===== config.mk =====
export PLATFORM = sky130hd
export DESIGN_NAME = can_node_status_image
export DESIGN_NICKNAME = d
export VERILOG_FILES = /design/src/inc/status_image_pkg.sv /design/src/inc/image_bus_if.sv /design/src/rtl/can_node_status_image.sv /design/src/rtl/image_mem.sv
export SDC_FILE = /design/constraint.sdc
export NUM_CORES = 1
export LEC_CHECK = 0
export BUFFER_PORTS_ARGS = -buffer_cell sky130_fd_sc_hd__buf_2
export CAP_MARGIN = 20
export CORE_AREA = 2 2 136 138
export DETAILED_ROUTE_END_ITERATION = 10
export DIE_AREA = 0 0 138 140
export PLACE_DENSITY = 0.76
export SYNTH_ARGS = -nofsm -noshare
export SYNTH_HDL_FRONTEND = slang
export SYNTH_SLANG_ARGS = --single-unit
export TNS_END_PERCENT = 20

===== constraint.sdc =====
create_clock -name ref_clk_i -period 2.8 [get_ports ref_clk_i]
set_input_delay 0 -clock ref_clk_i [delete_from_list [all_inputs] [get_ports ref_clk_i]]
set_output_delay 0 -clock ref_clk_i [all_outputs]
set_load 0.01 [all_outputs]

===== src/inc/status_image_pkg.sv =====
// Package: image offsets, field positions, codes and limits
package status_image_pkg;
    localparam int IMAGE_BYTES = 16;
    localparam logic [3:0] OFS_MODULE_STATUS = 4'h0;
    localparam logic [3:0] OFS_CONTROLLER_ERROR_FLAGS = 4'h1;
    localparam logic [3:0] OFS_FIFO_STATE = 4'h2;
    localparam logic [3:0] OFS_TRANSMIT_ERROR_COUNT = 4'h3;
    localparam logic [3:0] OFS_RECEIVE_ERROR_COUNT = 4'h4;
    localparam logic [3:0] OFS_SLAVE_STATE = 4'h5;
    localparam logic [3:0] OFS_HEARTBEAT_WATCH_ONE = 4'h6;
    localparam logic [3:0] OFS_HEARTBEAT_WATCH_TWO = 4'h7;
    localparam logic [3:0] OFS_ACTIVE_NODE_NUMBER = 4'h8;
    // Module status bits
    localparam int MS_READY_BIT = 0;
    localparam int MS_SLAVE_ID_BIT = 5;
    localparam int MS_GROUP_ERR_BIT = 7;
    // Error flag bits
    localparam int EF_RX1_OVR_BIT = 7;
    localparam int EF_RX0_OVR_BIT = 6;
    localparam int EF_BUS_OFF_BIT = 5;
    localparam int EF_TX_PASSIVE_BIT = 4;
    localparam int EF_RX_PASSIVE_BIT = 3;
    localparam int EF_TX_WARN_BIT = 2;
    localparam int EF_RX_WARN_BIT = 1;
    localparam int EF_ANY_WARN_BIT = 0;
    // Counter limits
    localparam logic [8:0] WARN_LIMIT = 9'h060;
    localparam logic [8:0] PASSIVE_LIMIT = 9'h080;
    localparam logic [8:0] BUS_OFF_LIMIT = 9'h100;
    localparam logic [8:0] COUNT_RESET = 9'h000;
    localparam int RECOVERY_CYCLES = 128;
    // Slave state codes
    localparam logic [7:0] CODE_BOOTUP = 8'h00;
    localparam logic [7:0] CODE_STOPPED = 8'h04;
    localparam logic [7:0] CODE_OPERATIONAL = 8'h05;
    localparam logic [7:0] CODE_UNKNOWN = 8'h7E;
    localparam logic [7:0] CODE_PREOP = 8'h7F;
    localparam logic [7:0] BYTE_RESET = 8'h00;
    typedef enum logic [1:0] {
        ST_BOOTUP, ST_STOPPED, ST_OPERATIONAL, ST_PREOP
    } slave_state_t;
endpackage


===== src/inc/image_bus_if.sv =====
// Interface: image write and read port between top and image memory
interface image_bus_if;
    logic we;
    logic [3:0] waddr;
    logic [7:0] wdata;
    logic [3:0] raddr;
    logic [7:0] rdata;
    modport writer (output we, output waddr, output wdata,
                    output raddr, input rdata);
    modport mem (input we, input waddr, input wdata,
                 input raddr, output rdata);
endinterface


===== src/rtl/can_node_status_image.sv =====
// Read-only CAN node status image with error counter logic
// How it works
// - Sixteen-byte input image; output image ignored
// - Byte 0 module status; bits 6,4..1 zero
// - Bit 0 set once configured and ready
// - Bit 5 always one, slave variant
// - Bit 7 set on any error flag
// - Byte 1 mirrors controller error flags
// - Byte 2 send/receive FIFO status nibbles
// - Bytes 3,4 transmit and receive counts
// - Byte 5 slave state code
// - Bytes 6,7 heartbeat watched node states
// - Heartbeat codes plus 7E for unknown
// - Byte 8 node id; 9..15 internal
// - Count up on error, down on success
// - Transmit passive while count at least 128
// - Receive passive while count at least 128
// - Warning flags while count at least 96
// - Warning state from 96 count
// - Passive state above 127 count
module can_node_status_image #(
    parameter int RECOVERY = status_image_pkg::RECOVERY_CYCLES
) (
    // Clock and reset
    input wire logic ref_clk_i,
    input wire logic resetn_i,
    // Host image access
    input wire logic [3:0] in_addr_i,
    output logic [7:0] in_data_o,
    input wire logic out_we_i,
    input wire logic [3:0] out_addr_i,
    input wire logic [7:0] out_data_i,
    // Module and CANopen state
    input wire logic config_done_i,
    input wire logic [1:0] slave_state_i,
    input wire logic [7:0] node_id_i,
    input wire logic [7:0] hb_one_state_i,
    input wire logic [7:0] hb_two_state_i,
    input wire logic [7:0] internal_data_i [7],
    // CAN frame events
    input wire logic tx_error_i,
    input wire logic tx_ok_i,
    input wire logic rx_error_i,
    input wire logic rx_ok_i,
    input wire logic recovery_ok_i,
    input wire logic rx0_valid_i,
    input wire logic rx0_full_i,
    input wire logic rx1_valid_i,
    input wire logic rx1_full_i,
    input wire logic rx0_ovr_clear_i,
    input wire logic rx1_ovr_clear_i,
    // FIFO status nibbles
    input wire logic [3:0] send_fifo_i,
    input wire logic [3:0] recv_fifo_i,
    // Controller status
    output logic [7:0] error_flags_o
);
    localparam logic [7:0] RECOVERY_W = 8'(RECOVERY - 1);

    image_bus_if bus ();

    // Host output image writes are deliberately unconnected
    logic out_unused;
    assign out_unused = out_we_i ^ (|out_addr_i) ^ (|out_data_i);

    function automatic logic [7:0] state_code(input logic [1:0] s);
        case (s)
            2'h0: state_code = status_image_pkg::CODE_BOOTUP;
            2'h1: state_code = status_image_pkg::CODE_STOPPED;
            2'h2: state_code = status_image_pkg::CODE_OPERATIONAL;
            default: state_code = status_image_pkg::CODE_PREOP;
        endcase
    endfunction

    // Heartbeat byte only passes legal codes; else unknown
    function automatic logic [7:0] hb_code(input logic [7:0] v);
        if (v == status_image_pkg::CODE_BOOTUP ||
            v == status_image_pkg::CODE_STOPPED ||
            v == status_image_pkg::CODE_OPERATIONAL ||
            v == status_image_pkg::CODE_PREOP) begin
            hb_code = v;
        end else begin
            hb_code = status_image_pkg::CODE_UNKNOWN;
        end
    endfunction

    // Counters are 9 bits so the bus-off limit is reachable
    logic [8:0] tec_r, tec_nxt, rec_r, rec_nxt;
    logic bus_off_r, bus_off_nxt;
    logic [7:0] recov_r, recov_nxt;
    logic ovr0_r, ovr0_nxt, ovr1_r, ovr1_nxt;
    logic [7:0] flags_r, flags_nxt;
    logic [3:0] wptr_r, wptr_nxt;
    logic [7:0] wbyte;
    logic [7:0] flags_o_r;

    always_comb begin
        tec_nxt = tec_r;
        rec_nxt = rec_r;
        bus_off_nxt = bus_off_r;
        recov_nxt = recov_r;
        if (bus_off_r) begin
            // Counting restarts only after recovery completes
            if (recov_r != 8'h00) begin
                recov_nxt = recov_r - 8'h01;
            end else if (recovery_ok_i) begin
                bus_off_nxt = 1'b0;
                tec_nxt = status_image_pkg::COUNT_RESET;
                rec_nxt = status_image_pkg::COUNT_RESET;
            end
        end else begin
            if (tx_error_i) begin
                tec_nxt = tec_r + 9'h001;
            end else if (tx_ok_i && tec_r != 9'h000) begin
                tec_nxt = tec_r - 9'h001;
            end
            if (rx_error_i && rec_r != 9'h0FF) begin
                rec_nxt = rec_r + 9'h001;
            end else if (rx_ok_i && rec_r != 9'h000) begin
                rec_nxt = rec_r - 9'h001;
            end
            if (tec_nxt >= status_image_pkg::BUS_OFF_LIMIT) begin
                bus_off_nxt = 1'b1;
                recov_nxt = RECOVERY_W;
            end
        end
        // Set wins over host clear
        ovr0_nxt = (rx0_valid_i && rx0_full_i) ||
                   (ovr0_r && !rx0_ovr_clear_i);
        ovr1_nxt = (rx1_valid_i && rx1_full_i) ||
                   (ovr1_r && !rx1_ovr_clear_i);
    end

    always_comb begin
        flags_nxt = 8'h00;
        flags_nxt[status_image_pkg::EF_RX1_OVR_BIT] = ovr1_r;
        flags_nxt[status_image_pkg::EF_RX0_OVR_BIT] = ovr0_r;
        flags_nxt[status_image_pkg::EF_BUS_OFF_BIT] = bus_off_r;
        flags_nxt[status_image_pkg::EF_TX_PASSIVE_BIT] =
            tec_r >= status_image_pkg::PASSIVE_LIMIT;
        flags_nxt[status_image_pkg::EF_RX_PASSIVE_BIT] =
            rec_r >= status_image_pkg::PASSIVE_LIMIT;
        flags_nxt[status_image_pkg::EF_TX_WARN_BIT] =
            tec_r >= status_image_pkg::WARN_LIMIT;
        flags_nxt[status_image_pkg::EF_RX_WARN_BIT] =
            rec_r >= status_image_pkg::WARN_LIMIT;
        flags_nxt[status_image_pkg::EF_ANY_WARN_BIT] =
            flags_nxt[status_image_pkg::EF_TX_WARN_BIT] |
            flags_nxt[status_image_pkg::EF_RX_WARN_BIT];
    end

    // Image refresh walks all 16 bytes, one per cycle
    always_comb begin
        wptr_nxt = wptr_r + 4'h1;
        wbyte = 8'h00;
        case (wptr_r)
            status_image_pkg::OFS_MODULE_STATUS: begin
                wbyte[status_image_pkg::MS_READY_BIT] =
                    config_done_i;
                wbyte[status_image_pkg::MS_SLAVE_ID_BIT] = 1'b1;
                wbyte[status_image_pkg::MS_GROUP_ERR_BIT] =
                    |flags_r;
            end
            status_image_pkg::OFS_CONTROLLER_ERROR_FLAGS:
                wbyte = flags_r;
            status_image_pkg::OFS_FIFO_STATE:
                wbyte = {send_fifo_i, recv_fifo_i};
            status_image_pkg::OFS_TRANSMIT_ERROR_COUNT:
                wbyte = tec_r[8] ? 8'hFF : tec_r[7:0];
            status_image_pkg::OFS_RECEIVE_ERROR_COUNT:
                wbyte = rec_r[7:0];
            status_image_pkg::OFS_SLAVE_STATE:
                wbyte = state_code(slave_state_i);
            status_image_pkg::OFS_HEARTBEAT_WATCH_ONE:
                wbyte = hb_code(hb_one_state_i);
            status_image_pkg::OFS_HEARTBEAT_WATCH_TWO:
                wbyte = hb_code(hb_two_state_i);
            status_image_pkg::OFS_ACTIVE_NODE_NUMBER:
                wbyte = node_id_i;
            default:
                wbyte = internal_data_i[3'(wptr_r - 4'h9)];
        endcase
    end

    assign bus.we = 1'b1;
    assign bus.waddr = wptr_r;
    assign bus.wdata = wbyte;
    assign bus.raddr = in_addr_i;

    always_ff @(posedge ref_clk_i or negedge resetn_i) begin
        if (!resetn_i) begin
            tec_r <= status_image_pkg::COUNT_RESET;
            rec_r <= status_image_pkg::COUNT_RESET;
            bus_off_r <= 1'b0;
            recov_r <= 8'h00;
            ovr0_r <= 1'b0;
            ovr1_r <= 1'b0;
            flags_r <= status_image_pkg::BYTE_RESET;
            flags_o_r <= status_image_pkg::BYTE_RESET;
            wptr_r <= 4'h0;
        end else begin
            tec_r <= tec_nxt;
            rec_r <= rec_nxt;
            bus_off_r <= bus_off_nxt;
            recov_r <= recov_nxt;
            ovr0_r <= ovr0_nxt;
            ovr1_r <= ovr1_nxt;
            flags_r <= flags_nxt;
            flags_o_r <= flags_nxt;
            wptr_r <= wptr_nxt;
        end
    end

    image_mem #(
        .DEPTH(status_image_pkg::IMAGE_BYTES)
    ) u_mem (
        .ref_clk_i(ref_clk_i),
        .resetn_i(resetn_i),
        .bus(bus)
    );

    assign in_data_o = bus.rdata;
    assign error_flags_o = flags_o_r;

    // Checks
    tx_count_a: assert property (@(posedge ref_clk_i) disable iff (!resetn_i)
        !bus_off_r && tx_error_i && tec_r < 9'h0FF
        |=> tec_r == $past(tec_r) + 9'h001)
        else $error("tx count not incremented");
    tx_down_a: assert property (@(posedge ref_clk_i) disable iff (!resetn_i)
        !bus_off_r && !tx_error_i && tx_ok_i && tec_r != 9'h000
        |=> tec_r == $past(tec_r) - 9'h001)
        else $error("tx count not decremented");
    tx_passive_a: assert property (@(posedge ref_clk_i) disable iff (!resetn_i)
        ##1 flags_r[4] == ($past(tec_r) >= 9'h080))
        else $error("tx passive flag wrong");
    rx_passive_a: assert property (@(posedge ref_clk_i) disable iff (!resetn_i)
        ##1 flags_r[3] == ($past(rec_r) >= 9'h080))
        else $error("rx passive flag wrong");
    warn_flags_a: assert property (@(posedge ref_clk_i) disable iff (!resetn_i)
        ##1 flags_r[2] == ($past(tec_r) >= 9'h060) &&
        flags_r[1] == ($past(rec_r) >= 9'h060))
        else $error("warning flags wrong");
    any_warn_a: assert property (@(posedge ref_clk_i) disable iff (!resetn_i)
        flags_r[0] == (flags_r[2] | flags_r[1]))
        else $error("any warning not OR");
    // Release only after the hold-off count and a finished recovery
    bus_off_a: assert property (@(posedge ref_clk_i) disable iff (!resetn_i)
        $fell(bus_off_r) |-> $past(recov_r) == 8'h00 && $past(recovery_ok_i))
        else $error("bus off released early");
    overflow_a: assert property (@(posedge ref_clk_i) disable iff (!resetn_i)
        rx0_valid_i && rx0_full_i |=> ovr0_r)
        else $error("overflow not set");
    status_byte_a: assert property (@(posedge ref_clk_i) disable iff (!resetn_i)
        wptr_r == 4'h0 |-> wbyte[6] == 1'b0 && wbyte[4:1] == 4'h0 &&
        wbyte[5] && wbyte[7] == |flags_r)
        else $error("status byte wrong");
    read_lat_a: assert property (@(posedge ref_clk_i) disable iff (!resetn_i)
        in_addr_i == status_image_pkg::OFS_MODULE_STATUS
        |=> (in_data_o & 8'h5E) == 8'h00)
        else $error("reserved status bits read set");
    busoff_cv: cover property (@(posedge ref_clk_i) $rose(bus_off_r));
    recover_cv: cover property (@(posedge ref_clk_i) $fell(bus_off_r));
    passive_cv: cover property (@(posedge ref_clk_i) $rose(flags_r[4]));
    ovr_cv: cover property (@(posedge ref_clk_i) ovr1_r && rx1_ovr_clear_i);
endmodule // can_node_status_image


===== src/rtl/image_mem.sv =====
// Small image memory with registered read data
module image_mem #(
    parameter int DEPTH = 16
) (
    input wire logic ref_clk_i,
    input wire logic resetn_i,
    image_bus_if.mem bus
);
    logic [7:0] mem_r [DEPTH];
    logic [7:0] rdata_r;
    logic [7:0] rdata_nxt;

    always_comb begin
        rdata_nxt = mem_r[bus.raddr];
    end

    always_ff @(posedge ref_clk_i or negedge resetn_i) begin
        if (!resetn_i) begin
            rdata_r <= status_image_pkg::BYTE_RESET;
            for (int i = 0; i < DEPTH; i++) begin
                mem_r[i] <= status_image_pkg::BYTE_RESET;
            end
        end else begin
            rdata_r <= rdata_nxt;
            if (bus.we) begin
                mem_r[bus.waddr] <= bus.wdata;
            end
        end
    end

    assign bus.rdata = rdata_r;
endmodule // image_mem


==> reports/results.tsv <==
stage	metric	value	unit
sta	Max Clock Freq	387	MHz
yosys	Synth Register Bits	177	
global_route	GRT Resource Usage Total	24.6	%
place	Area after DPL	10100	um^2
drt	DR vias/cell	5.86	
pwr	Max VDD drop	0.000572	V
yosys	synth cell count leaders	177 x dfrtp_1, 131 x nand2_1, 108 x o21ai_0, 49 x nor2_1, 48 x mux4_2	
sta	Final Hold Slack	0.0117	ns
hold_path	HP Start	tx_error_i	
die	core area	17800	um^2
yosys	top post-synthesis cells by area	dfrtp_1 49%, mux4_2 12%, o21ai_0 5.9%, nand2_1 5.4%, a21oi_1 2.2%	
sta	max-slew violations	0	
drt	routed wire length	23200	um
final_layout	P&R area growth vs syn	19.9	%
clocking	clock buffer count from CTS	17	
yosys	mean post-synth cell area	10.6	um^2
die	row cnt	49	
yosys	count leader, synth	dfrtp_1	
final_layout	Multi-input gate area	4370	um^2
worst_setup_path	r2r worst-path depth	9	
worst_setup_path	worst setup path end	u_mem.mem_r[54]$_DFFE_PN0P_	
worst_setup_path	r2r setup slk	0.22	ns
sta	final worst path period share	92.2	%
final_layout	share of cells above drive strength 1	29.1	%
worst_setup_path	WS Path Type	flop to flop	
die	total die area	19300	um^2
yosys	yosys warns	0	
outcome	status	completed	
worst_setup_path	most frequent CP cell	buf_4	
drt	Final ANT Viol Nets	0	
drt	Remaining DRCs	0	
worst_setup_path	slowest stage cell, crit path	a211oi_1	
sta	Slew @ Worst Pin	0.842	ns
die	Initial Util	51.2	%
sta	RSZ-0062 raised after global routing	no	
drt	via count	7315	
final_layout	Final #Nets	1144	
worst_setup_path	CP endpoint kind	flop	
worst_setup_path	RR Endpoint	u_mem.mem_r[54]$_DFFE_PN0P_	
clocking	CTS Sinks	177	
worst_setup_path	worst stage delay on the critical path	0.41	ns
global_route	largest net degree at the start of global routing	68	
yosys	Mapped Nets	999	
place	hpwl dp	16200	um
place	worst slack, placed	0.0689	ns
worst_setup_path	Worst Path Required	3.14	ns
yosys	Post-synth top flop	dfrtp_1	
global_route	global-route wire length before repair	37700	um
yosys	synthesized area	9110	um^2
die	io pins	137	
worst_setup_path	CP delay by family, top	compound AO/OA/AOI/OAI gates	
drt	drt wl/cell	18.6	um
die	Die Wd	138	um
clocking	clk_lat worst skew	0.43	ns
worst_setup_path	Critical Path AT	2.92	ns
pwr	total power	7.98	mW
yosys	largest area contributor in the netlist	dfrtp_1	
pwr	Lkg Pwr	4.96	nW
run	Max Cap Violations	0	
die	die height	140	um
final_layout	Sequential Area	4430	um^2
yosys	cells after synthesis	861	
drt	Pre-antenna DRT Iters	5	
final_layout	filler cell count	1396	
clocking	CTS clk-pin slew, worst paths	0.06	ns
hold_path	min-delay worst type	input pin to flop	
worst_setup_path	Critical R2R Launch	bus.waddr[0]$_DFF_PN0_	
sta	clk_skew	0.00961	ns
worst_setup_path	Critical Path Stages	9	
yosys	Synth top area share	48.6	%
worst_setup_path	CP Launch Point	bus.waddr[0]$_DFF_PN0_	
worst_setup_path	Worst Setup Start Kind	flop	
global_route	initial antenna violation count	0	
sta	final setup margin	0.218	ns
worst_setup_path	buffer and inverter count on the worst path	2	
pwr	Power Density	731	nW/um^2
yosys	Yosys cell types	66	
clocking	CTS tree	done	
worst_setup_path	crit-path cells	buf_4, ha_1, nor4_1, o22ai_1, a211oi_1, a221o_1, nor2_2, buf_4, o21ai_0	
final_layout	# diodes	0	
worst_setup_path	Worst Path Max Fanout	17	
sta	Slew headroom	43.9	%
yosys	post-synthesis sequential area ratio	48.6	%
sta	Final Critical Period	2.58	ns
sta	Final setup viols	0	
global_route	global route overflow	0	
place	GPL Wtd Cong	0.980	
place	Port Buf Inserts	123	
yosys	Synth async-reset ratio	100	%
clocking	Clock H-tree levels	4	
sta	Hold Vio Cnt, Final	0	
clocking	Max clock buf depth	2	
final_layout	fin area	10900	um^2
clocking	CTS root buffer	clkbuf_16	
global_route	vias in the first global route	7271	
yosys	number of flops mapped to enable cells by yosys	0	
drt	1st-iter DRT viols	530	
-- through the flow --
| step | util (%) | std cells | setup TNS [ns] |
|---|---|---|---|
| after floorplan | - | 861 | -0.0363 |
| after global placement | 56.9 | 1199 | 0 |
| after detailed placement | 56.9 | 1199 | 0 |
| after CTS | 61.2 | 1245 | 0 |
| after global routing | 61.4 | 1248 | 0 |
| final | 61.4 | 1248 | 0 |
-- cell type report --
| type | count | area share [%] |
|---|---|---|
| Sequential cell | 177 | 40.6 |
| Multi-Input combinational cell | 608 | 40.0 |
| Timing Repair Buffer | 183 | 10.4 |
| Tap cell | 229 | 2.62 |
| Clock buffer | 19 | 4.15 |
| Clock inverter | 13 | 1.62 |
| Inverter | 19 | 0.653 |
-- layout by cell type, fill, tap and decap left out, types with 7 or more instances in the layout --
cell           count
dfrtp_1          177
nand2_1          131
buf_2            122
o21ai_0          108
nor2_1            49
mux4_2            48
buf_4             44
a21oi_1           39
nand3_1           26
inv_1             19
clkbuf_16         17
ha_1              15
mux2_2            14
dlygate4sd3_1     14
nor3_1            13
a22oi_1           10
xnor2_1            9
o21ai_1            9
o21ai_2            8
nand4_1            7
nand2b_1           7
a211oi_1           7
-- layer usage --
metal	vias to the layer above	global-route usage, %	wire length, um
met5	-	0	0
met1	3606	33.4	9920
li1	3421	-	-
met3	34	4.99	1430
met4	0	8.16	374
met2	254	40.2	11500
-- tightest hold or removal path, cell delays in order --
cell	delay, ns
buf_2	0.17
xor2_1	0.14
o21ai_0	0.09
-- state kept, by name, summed over array words and instances, names as in the netlist --
name             count
recov_r              8
rec_r                9
bus.waddr            4
tec_r                9
ovr1_r               1
u_mem.bus.rdata      8
ovr0_r               1
bus_off_r            1
error_flags_o        8
u_mem.mem_r        128
-- cell families (layout without fill, tap and decap cells) --
kind of cell / count (synthesis) / count (layout) / synth area share (%)
adders and majority gates: 17 / 17 / 2.42
muxes: 67 / 67 / 14.2
AOI/OAI and AO/OA: 235 / 235 / 16.0
and+or+nand+nor: 274 / 274 / 13.8
xor gates and xnor gates: 15 / 15 / 1.44
DFF: 177 / 177 / 48.6
buffers and inverters: 76 / 234 / 3.52
-- power breakdown --
part	internal, mW	total (mW)	switching [mW]
Sequential	3.01	3.41	0.395
Combinational	0.965	2.05	1.09
Clock	1.47	2.52	1.04
Total	5.45	7.98	2.53
-- repair_timing --
item / CTS / global route
hold buffers: 14 / 0
gates resized for setup: 0 / 3
hold endpoints to repair: 75 / 0
setup endpoints to repair: 0 / 60
buffers inserted: 0 / 3
-- worst min-delay path by stage --
stage | slack (ns) | endpoint | cells past startpoint
after global routing | 0.02 | u_mem.bus.rdata[2]$_DFF_PN0_ | 2
after floorplan | -0.30 | bus.waddr[0]$_DFF_PN0_ | 0
after CTS | 0.006 | tec_r[1]$_DFFE_PN0P_ | 3
after global placement | 0.03 | u_mem.mem_r[82]$_DFFE_PN0P_ | 1
final | 0.01 | tec_r[1]$_DFFE_PN0P_ | 3
after detailed placement | 0.04 | u_mem.mem_r[82]$_DFFE_PN0P_ | 1
Power figures use the tool's default switching activity.
